**config.mk**
```make
export PLATFORM = sky130hd
export DESIGN_NAME = ebtl_timer
export DESIGN_NICKNAME = d
export VERILOG_FILES = /design/src/rtl/ebtl_pkg.sv /design/src/rtl/ebtl_timer.sv
export VERILOG_INCLUDE_DIRS = /design/src /design/src/rtl
export SDC_FILE = /design/constraint.sdc
export NUM_CORES = 1
export LEC_CHECK = 0
export BUFFER_PORTS_ARGS = -buffer_cell sky130_fd_sc_hd__buf_2
export CAP_MARGIN = 25
export CORE_MARGIN = 2
export CORE_UTILIZATION = 35
export DETAILED_ROUTE_END_ITERATION = 16
export GPL_ROUTABILITY_DRIVEN = 0
export PLACE_DENSITY = 0.64
export SYNTH_ARGS = -nofsm -noshare
export SYNTH_HDL_FRONTEND = slang
export SYNTH_SLANG_ARGS = --single-unit
```
**constraint.sdc**
```tcl
create_clock -name core_clk -period 2.5 [get_ports core_clk]
set_clock_uncertainty 0.1 [all_clocks]
set_input_delay 0.375 -clock core_clk [delete_from_list [all_inputs] [get_ports core_clk]]
set_output_delay 0.375 -clock core_clk [all_outputs]
set_load 0.02 [all_outputs]
```
**src/rtl/ebtl_params.svh**
```systemverilog
// Offsets, field positions, reset values and prescaler taps of the lower timer
// Assumes inclusion by bare name from the package and the timer module
`ifndef EBTL_PARAMS_SVH
`define EBTL_PARAMS_SVH

`define EBTL_ADDR_W 8
`define EBTL_OFF_CONTROL 8'h1a
`define EBTL_OFF_PERIOD 8'h1e
`define EBTL_OFF_WIDTH 8'h2e

`define EBTL_CTRL_MODE_LSB 0
`define EBTL_CTRL_RUN_BIT 3
`define EBTL_CTRL_CLK_LSB 4
`define EBTL_CTRL_RESET 7'h00
`define EBTL_CMP_RESET 8'hff

`define EBTL_PRESCALE_W 11
`define EBTL_TAP_DIV2 1
`define EBTL_TAP_DIV8 3
`define EBTL_TAP_DIV32 5
`define EBTL_TAP_DIV128 7
`define EBTL_TAP_DIV2048 11
`define EBTL_LF_TAP 3

`endif

```
**src/rtl/ebtl_pkg.sv**
```systemverilog
// Types shared by the lower timer and whoever drives its register port
// Assumes ebtl_params.svh sits beside it on the include path
package ebtl_pkg;
    `include "ebtl_params.svh"

    typedef enum logic [2:0] {
        EBTL_MODE_8BIT = 3'h0,
        EBTL_MODE_RSV1 = 3'h1,
        EBTL_MODE_RSV2 = 3'h2,
        EBTL_MODE_16BIT = 3'h3
    } ebtl_mode_type;

    typedef enum logic [2:0] {
        EBTL_CLK_SLOWEST = 3'h0,
        EBTL_CLK_HF_DIV128 = 3'h1,
        EBTL_CLK_HF_DIV32 = 3'h2,
        EBTL_CLK_HF_DIV8 = 3'h3,
        EBTL_CLK_LF = 3'h4,
        EBTL_CLK_HF_DIV2 = 3'h5,
        EBTL_CLK_HF = 3'h6,
        EBTL_CLK_RSV = 3'h7
    } ebtl_clk_type;

    // Upper timer modes that cascade the pair
    typedef enum logic [2:0] {
        EBTL_UP_16TIMER = 3'h4,
        EBTL_UP_WARMUP = 3'h5,
        EBTL_UP_16PWM = 3'h6
    } ebtl_upper_mode_type;

    typedef struct packed {
        ebtl_clk_type clock_sel;
        logic run;
        ebtl_mode_type mode;
    } ebtl_ctrl_type;

    typedef struct packed {
        logic [`EBTL_ADDR_W-1:0] addr;
        logic [7:0] wdata;
        logic wr;
        logic rd;
    } ebtl_bus_req_type;

    // Fields of the upper timer control that steer a cascaded pair
    typedef struct packed {
        logic [2:0] mode;
        logic run;
        logic flop_init;
    } ebtl_upper_type;
endpackage

```
**src/rtl/ebtl_timer.sv**
```systemverilog
// Lower 8-bit timer of a cascadable pair: control, compare registers, counter
// Assumes hf_tick and lf_tick are one-cycle enables made on core_clk, and
// that the upper timer's control fields arrive on core_clk as well.
//
// Behaviour
// - One control register and two 8-bit compare registers, period and width.
// - Period and width compare registers reset to all ones.
// - Full speed: codes pick high or low clock taps; 000 follows divider tap; 111 reserved.
// - Low speed: only low clock /8 and low clock; high clock only for warm-up.
// - Run bit 0 stops and clears the counter; 1 starts counting.
// - Mode 000 is standalone 8-bit, 011 cascaded 16-bit, others reserved.
// - Cascaded: own clock selector; upper run bit and upper flop init rule.
// - Control bits 6..0 reset to zero; bit 7 unimplemented.
// - Upper timer in a 16-bit mode counts the lower overflow.
// - Upper modes 100, 101, 110 are the cascaded operations.
//
// Implementation choice: the address-and-strobe port.
`timescale 1ns/100ps
`default_nettype none
`include "ebtl_params.svh"

module ebtl_timer (
    input wire logic core_clk,
    input wire logic srst,
    input wire ebtl_pkg::ebtl_bus_req_type bus_req,
    output logic [7:0] rd_data,
    input wire logic hf_tick,
    input wire logic lf_tick,
    input wire logic low_speed_mode,
    input wire logic divider_tap_select,
    input wire ebtl_pkg::ebtl_upper_type upper_ctrl,
    output logic [7:0] count_value,
    output logic period_match,
    output logic lower_overflow,
    output logic timer_flop,
    output logic running
);
    import ebtl_pkg::*;

    ebtl_ctrl_type lower_timer_control;
    logic [7:0] lower_period_compare;
    logic [7:0] lower_width_compare;
    logic [`EBTL_PRESCALE_W-1:0] hf_div;
    logic [`EBTL_LF_TAP-1:0] lf_div;
    logic [7:0] count;

    // Pulse when the high-frequency prescaler has just completed a 2^n span
    function automatic logic hf_tap(input logic [`EBTL_PRESCALE_W-1:0] div, input int n);
        logic hit;
        hit = 1'b1;
        for (int i = 0; i < `EBTL_PRESCALE_W; i++) begin
            if (i < n && !div[i]) begin
                hit = 1'b0;
            end
        end
        return hit;
    endfunction

    wire sel_ctrl = bus_req.addr == `EBTL_OFF_CONTROL;
    wire sel_period = bus_req.addr == `EBTL_OFF_PERIOD;
    wire sel_width = bus_req.addr == `EBTL_OFF_WIDTH;
    wire wr_ctrl = bus_req.wr && sel_ctrl;
    wire wr_period = bus_req.wr && sel_period;
    wire wr_width = bus_req.wr && sel_width;

    wire tick_hf = hf_tick;
    wire tick_hf2 = hf_tick && hf_tap(hf_div, `EBTL_TAP_DIV2);
    wire tick_hf8 = hf_tick && hf_tap(hf_div, `EBTL_TAP_DIV8);
    wire tick_hf32 = hf_tick && hf_tap(hf_div, `EBTL_TAP_DIV32);
    wire tick_hf128 = hf_tick && hf_tap(hf_div, `EBTL_TAP_DIV128);
    wire tick_hf2048 = hf_tick && hf_tap(hf_div, `EBTL_TAP_DIV2048);
    wire tick_lf8 = lf_tick && (&lf_div);

    wire cascaded = lower_timer_control.mode == EBTL_MODE_16BIT;
    wire upper_cascade_mode = upper_ctrl.mode[2] && upper_ctrl.mode != 3'h7;
    wire upper_warmup = upper_ctrl.mode == EBTL_UP_WARMUP;
    wire mode_valid = lower_timer_control.mode == EBTL_MODE_8BIT || cascaded;
    // Cascaded pair starts and stops from the upper run bit
    wire run_effective = cascaded ? upper_ctrl.run : lower_timer_control.run;

    // Count source, full speed and low speed tables
    logic src_tick;
    logic src_valid;
    always_comb begin
        src_tick = 1'b0;
        src_valid = 1'b1;
        if (low_speed_mode) begin
            case (lower_timer_control.clock_sel)
                EBTL_CLK_SLOWEST: src_tick = tick_lf8;
                EBTL_CLK_LF: src_tick = lf_tick;
                EBTL_CLK_HF: begin
                    src_valid = cascaded && upper_warmup;
                    src_tick = tick_hf;
                end
                default: src_valid = 1'b0;
            endcase
        end else begin
            case (lower_timer_control.clock_sel)
                EBTL_CLK_SLOWEST: src_tick = divider_tap_select ? tick_lf8 : tick_hf2048;
                EBTL_CLK_HF_DIV128: src_tick = tick_hf128;
                EBTL_CLK_HF_DIV32: src_tick = tick_hf32;
                EBTL_CLK_HF_DIV8: src_tick = tick_hf8;
                EBTL_CLK_LF: src_tick = lf_tick;
                EBTL_CLK_HF_DIV2: src_tick = tick_hf2;
                EBTL_CLK_HF: src_tick = tick_hf;
                default: src_valid = 1'b0;
            endcase
        end
    end

    // Reserved settings hold the count instead of guessing a source
    wire count_en = run_effective && src_valid && mode_valid && src_tick;
    wire hit_period = !cascaded && count == lower_period_compare;
    wire wrap = cascaded && count == 8'hff;
    wire [7:0] next_count = (hit_period || wrap) ? 8'h00 : 8'(count + 8'h01);
    wire next_flop_init = cascaded ? upper_ctrl.flop_init : 1'b0;

    wire [7:0] ctrl_read = {1'b0, lower_timer_control};
    wire [7:0] next_rd_data = !bus_req.rd ? 8'h00 :
                              sel_ctrl ? ctrl_read :
                              sel_period ? lower_period_compare :
                              sel_width ? lower_width_compare : 8'h00;

    always_ff @(posedge core_clk) begin
        if (srst) begin
            lower_timer_control <= ebtl_ctrl_type'(`EBTL_CTRL_RESET);
            lower_period_compare <= `EBTL_CMP_RESET;
            lower_width_compare <= `EBTL_CMP_RESET;
        end else begin
            // Bit 7 has no storage; reads return zero there
            if (wr_ctrl) begin
                lower_timer_control <= ebtl_ctrl_type'(bus_req.wdata[6:0]);
            end
            if (wr_period) begin
                lower_period_compare <= bus_req.wdata;
            end
            if (wr_width) begin
                lower_width_compare <= bus_req.wdata;
            end
        end
    end

    always_ff @(posedge core_clk) begin
        if (srst) begin
            hf_div <= '0;
            lf_div <= '0;
        end else begin
            if (hf_tick) begin
                hf_div <= hf_div + 1'b1;
            end
            if (lf_tick) begin
                lf_div <= lf_div + 1'b1;
            end
        end
    end

    always_ff @(posedge core_clk) begin
        if (srst) begin
            count <= 8'h00;
            period_match <= 1'b0;
            lower_overflow <= 1'b0;
        end else begin
            period_match <= count_en && hit_period;
            lower_overflow <= count_en && wrap && upper_cascade_mode;
            if (!run_effective) begin
                count <= 8'h00;
            end else if (count_en) begin
                count <= next_count;
            end
        end
    end

    always_ff @(posedge core_clk) begin
        if (srst) begin
            timer_flop <= 1'b0;
            running <= 1'b0;
            count_value <= 8'h00;
            rd_data <= 8'h00;
        end else begin
            // Initial level is loaded only while stopped
            if (!run_effective) begin
                timer_flop <= next_flop_init;
            end
            running <= run_effective;
            count_value <= count;
            rd_data <= next_rd_data;
        end
    end

    AST_CTRL_RESET: assert property (@(posedge core_clk) srst |=> lower_timer_control == 7'h00)
        else $error("control not zero after reset");
    AST_CMP_RESET: assert property (@(posedge core_clk) srst |=>
        lower_period_compare == 8'hff && lower_width_compare == 8'hff)
        else $error("compare registers not all ones after reset");
    AST_STOP_CLEARS: assert property (@(posedge core_clk) disable iff (srst)
        !run_effective |=> count == 8'h00)
        else $error("counter not cleared while stopped");
    AST_CASCADE_RUN: assert property (@(posedge core_clk) disable iff (srst)
        cascaded && !upper_ctrl.run |=> !running)
        else $error("cascaded pair ran without upper run bit");
    AST_RESERVED_HOLD: assert property (@(posedge core_clk) disable iff (srst)
        run_effective && (!mode_valid || !src_valid) |=> $stable(count))
        else $error("counter moved on reserved setting");
    AST_LOW_SPEED_HF: assert property (@(posedge core_clk) disable iff (srst)
        low_speed_mode && lower_timer_control.clock_sel == EBTL_CLK_HF && !upper_warmup |-> !count_en)
        else $error("high clock counted in low speed outside warm-up");
    AST_PERIOD_WRAP: assert property (@(posedge core_clk) disable iff (srst)
        count_en && hit_period |=> count == 8'h00 && period_match)
        else $error("period match did not clear counter");
    AST_OVERFLOW: assert property (@(posedge core_clk) disable iff (srst)
        lower_overflow |-> $past(count) == 8'hff && cascaded)
        else $error("overflow without lower wrap");
    AST_WRITE_TAKEN: assert property (@(posedge core_clk) disable iff (srst)
        wr_width |=> lower_width_compare == $past(bus_req.wdata))
        else $error("width compare write lost");
    AST_LF_TAP: assert property (@(posedge core_clk) disable iff (srst)
        run_effective && mode_valid && !low_speed_mode && lower_timer_control.clock_sel == EBTL_CLK_LF
        && !lf_tick |=> $stable(count))
        else $error("low clock source counted without its tick");
endmodule

`default_nettype wire

```
# Word-level counts from Yosys, hierarchy flattened

Cells that the tools add are included.

Flip-flop bits (word level): 65
Bits of input ports: 29
Output and inout port bits: 20

Add/sub/neg operators: 3
Equality and inequality tests: 14
Multiplexer cells: 24
Bitwise logic cells: 2
Reductions and logical operators: 30

Operator list:

| kind                  | count |
|---|---|
| $mux 8                | 3 |
| $logic_and 1x1->1     | 19 |
| $mux 1                | 17 |
| $eq 8x5->1 const B    | 2 |
| $eq 3x3->1 const B    | 4 |
| $add 11x1->11 const B | 1 |
| $eq 3x2->1 const B    | 3 |
| $add 8x1->8 const B   | 1 |
| $eq 8x6->1 const B    | 1 |
| $eq 8x8->1            | 1 |
| $eq 8x8->1 const B    | 1 |
| $mux 7                | 1 |
| $pmux 1 s7            | 1 |
| $reduce_or 7->1       | 1 |
| $logic_not 3->1       | 2 |
| $reduce_or 2->1       | 3 |
| $add 3x1->3 const B   | 1 |
| $eq 3x1->1 const B    | 1 |
| $ne 3x3->1 const B    | 1 |
| $pmux 1 s3            | 1 |
| $reduce_and 3->1      | 1 |
| $reduce_or 3->1       | 1 |
| $logic_or 1x1->1      | 2 |
| $not 1->1             | 2 |
| other kinds (2)       | 2 |

# Longest topological paths before layout

Depth in word-level cells: 18
Depth in mapped cells: 9
Mapped depth without buffers: 8

# Least setup slack after synthesis

Ideal clock, no wire load.

Kind: register to register
Start point: reg lf_div[0]
End point: reg count[0]
Setup time: 0.070 ns
Arrival time: 2.179 ns
Path slack: 0.151 ns
Cell stages (with the launch flop): 9
Buffers on the path: 0
Clock period less this slack: 2.349 ns
Path through: dfxtp_1 ha_1 ha_1 nor2_1 o31a_1 or3_4 a221o_1 or4_1 a21oi_1

Cells in the longest elaborated chain, start to end: 6
Elaborated cells between the ends (all ways): 7
Classes of those cells: mux (4); reduce/logical (3)

Ends and longest elaborated chain:

| what                     | RTL line          | source |
|---|---|---|
| start: declaration       | ebtl_timer.sv:44  | `` logic [`EBTL_LF_TAP-1:0] lf_div; `` |
| start signal: assignment | ebtl_timer.sv:152 | `lf_div <= lf_div + 1'b1;` |
| $reduce_and 3->1 (*)     | ebtl_timer.sv:72  | `wire tick_lf8 = lf_tick && (&lf_div);` |
| $logic_and 1x1->1 (*)    | ebtl_timer.sv:72  |  |
| $mux 1                   | ebtl_timer.sv:99  | `EBTL_CLK_SLOWEST: src_tick = divider_tap_select ? tick_lf8 : tick_hf2048;` |
| $pmux 1 s7               | ebtl_timer.sv:98  | `case (lower_timer_control.clock_sel)` |
| $mux 1 (*)               | ebtl_timer.sv:87  | `if (low_speed_mode) begin` |
| $logic_and 1x1->1 (*)    | ebtl_timer.sv:112 | `wire count_en = run_effective && src_valid && mode_valid && src_tick;` |
| end signal: assignment   | ebtl_timer.sv:168 | `count <= next_count;` |
| end: declaration         | ebtl_timer.sv:45  | `logic [7:0] count;` |

Every way passes the cells marked *; elsewhere a longest branch is shown, timed or not.
A chain may end at the register's enable or synchronous reset.

# Final worst setup path

Ends and elaborated chain as after synthesis.

==> results.yml <==
placement:
  io_buffer_count: 48
  dp.cells: 467
  dpl_cell_area_mm2: 0.00324
  hpwlAfterDp_mm: 5.08
route:
  drt_iter0_markers: 223
  firstDrtPassIters: 8
  vias_per_cell: 5.27
  num_vias: 2552
  wl_per_cell_um: 14.3
  drc_errors: 0
  ant_nets: 0
  routed_wl_mm: 6.92
cts:
  clock_latency_ns: 0.34
  h-tree-depth: 3
  cts-hold-fix-buffers: 0
  cts_root_buf: "clkbuf_8"
  cts.sinks: 65
  cts_buffer_depth: 2
  numCtsBuffers: 9
  clk_pin_slew_worst_paths_ns: 0.06
  cts_tree: "yes"
layout:
  drive_gt1_share_pct: 22.4
  utilization_pct: 42.8
  most-common-layout-cells: "dfxtp_1 (63), buf_2 (48), nand2_1 (42)"
  area_growth_pct: 20.5
  n_antenna_cell: 0
  nets: 409
  final_common_cell: "dfxtp_1"
  multi_input_area_mm2: 0.00149
  regArea_mm2: 0.00130
  finalNonFillerCells: 484
  design_area_mm2: 0.00346
  fillers: 835
grt:
  grtUsageTotal_pct: 16.5
  antenna_found_initial: 0
  grt_max_degree: 35
  grt_pass1_vias: 2366
  grt_pass1_wl_mm: 11.3
  gr-total-overflow: 0
synth:
  yosysUniqueCellTypes: 41
  synthTopCellsByArea: "dfxtp_1 (45%), nand2_1 (5.5%), xor2_1 (4.3%), nor2_1 (3.8%), nand3_1 (3.7%)"
  ys_warn_count: 0
  synthFlopType: "dfxtp_1"
  ys_seq_area_share_pct: 45.3
  synth-async-reset-ratio_pct: 0
  synth.cell_area_mm2: 0.00288
  yosys.area.top_type_share_pct: 45.3
  ys_seq_elements: 65
  yosys.area.top_type: "dfxtp_1"
  synth_cells: 325
  synthesis.nets: 359
  postSynthAreaPerCell_um2: 8.85
  synth_edf_count: 0
sta:
  finalCriticalPeriod_ns: 2.37
  setup_tns_ns: 0
  finalCritPeriodShare_pct: 94.6
  worst_pin_slew_ns: 0.622
  hold_violations: 0
  max-slew-margin-rel_pct: 58.5
  rsz0062_at_grt: "false"
  max_freq_mhz: 423
  drv_slew: 0
  setup_violations: 0
min_path:
  min_path_type: "in2reg"
die:
  io_pins: 49
  rows: 33
  core_area_mm2: 0.00809
  dieArea_mm2: 0.00896
  die_y_um: 94.6
  start_util_pct: 35.5
  die_x_um: 94.6
worst_setup_path:
  rrSetupSlack_ns: 0.13
  criticalPathCategory: "reg2reg"
  cp_max_fo: 2
  arrival_ns: 2.54
  regToRegEndpoint: "count[0]"
  worstSetupStartpoint: "lf_div[0]"
  cp-endpoint: "count[0]"
  start_kind: "register"
  rr_worst_depth: 8
  crit_required_ns: 2.67
  rr_startpoint: "lf_div[0]"
  end_kind: "register"
power_and_ir_drop:
  power_density_mw_per_mm2: 586
  ir_drop_uv: 237
  power_uw: 2030
  cellLeakagePower_uw: 0.00148
outcome:
  status: "finished, final reports clean"
flow_run:
  cap_violations: 0
timing repair:
action                     in CTS  in global routing
setup endpoints to repair       1                  5
resized for setup               4                  2
pin swaps                       2                  5
setup buffers                   1                  1
synth_stat cells (2+ instances only):
| master | instances |
|---|---|
| o211ai_1 | 2 |
| xnor2_1 | 4 |
| clkbuf_1 | 15 |
| dfxtp_1 | 65 |
| a22oi_1 | 2 |
| a222oi_1 | 6 |
| buf_2 | 3 |
| nand3_1 | 21 |
| mux2i_1 | 6 |
| nor3b_1 | 3 |
| nand2b_1 | 5 |
| buf_1 | 2 |
| nor3_1 | 8 |
| xor2_1 | 14 |
| inv_1 | 5 |
| nor2_1 | 29 |
| nor2b_1 | 10 |
| and3_1 | 14 |
| o31a_1 | 2 |
| nor4_1 | 4 |
| nand4_1 | 4 |
| nand3b_1 | 9 |
| a31oi_1 | 2 |
| ha_1 | 5 |
| or2_2 | 2 |
| a211o_1 | 8 |
| o21ai_0 | 4 |
| nand2_1 | 42 |
| a21oi_1 | 11 |
| a32o_1 | 7 |
through the flow:
| step | setup WS (ns) | hold slack, ns |
|---|---|---|
| finish | 0.134 | 0.178 |
| global route | 0.0373 | 0.170 |
| CTS | 0.00652 | 0.168 |
| detailed placement | -0.0423 | 0.355 |
| global placement | 0.0852 | 0.354 |
| floorplan | 0.151 | 0.332 |
routing by layer:
metal,routed length [um],vias to the layer above,GRT usage [%]
li1,-,1263,-
met1,3130,1190,21.7
met2,3200,91,25.6
met3,512,8,4.71
met4,77,0,6.16
met5,0,-,0
cell families (layout without fill, tap and decap cells):
family | Yosys count | count (layout) | synth area share, %
and+or+nand+nor | 157 | 157 | 28.1
DFF | 65 | 65 | 45.3
AOI/OAI and AO/OA | 49 | 49 | 13.5
buffers and inverters | 25 | 79 | 3.39
xor gates and xnor gates | 18 | 18 | 5.48
muxes | 6 | 6 | 2.09
adders and majority gates | 5 | 5 | 2.18
where the power goes:
group,switching (uW),leakage (uW),internal [uW]
clock,377,0.000102,506
combinational,54.8,0.000853,40.6
sequential,6.80,0.000526,1040
how the worst min path moves through the flow:
stage / startpoint / end / slack, ns / cells after the start
floorplan: lower_width_compare[4] / rd_data[4] / 0.33 / 2
global placement: lower_width_compare[1] / lower_width_compare[1] / 0.35 / 2
detailed placement: lower_width_compare[1] / lower_width_compare[1] / 0.36 / 2
CTS: bus_req[9] / lower_width_compare[7] / 0.17 / 3
global route: bus_req[9] / lower_width_compare[7] / 0.17 / 3
finish: bus_req[9] / lower_width_compare[7] / 0.18 / 3
flip-flops by register name, summed over array words and instances, names as in the netlist, 3 cells and up:
register / flops
rd_data: 8
lf_div: 3
ctrl_read: 7
lower_period_compare: 8
count: 8
count_value: 8
hf_div: 11
lower_width_compare: 8
final cells by class:
cell class / count / share of cell area (%)
inverters: 5 / 0.542
clock buffers: 12 / 4.48
repair buffers: 59 / 9.32
well taps: 105 / 3.79
multi-input cells: 235 / 43.1
flip-flops and latches: 65 / 37.6
clock inverters: 3 / 1.16
critical path, cell delays in order (launching register included):
cell     delay (ns)
dfxtp_2        0.34
ha_2           0.16
ha_1           0.14
nor2_1         0.04
o31a_1         0.31
or3_4          0.34
a221o_1        0.31
or4_4          0.42
a21oi_2        0.15
Power figures use the tool's default switching activity.
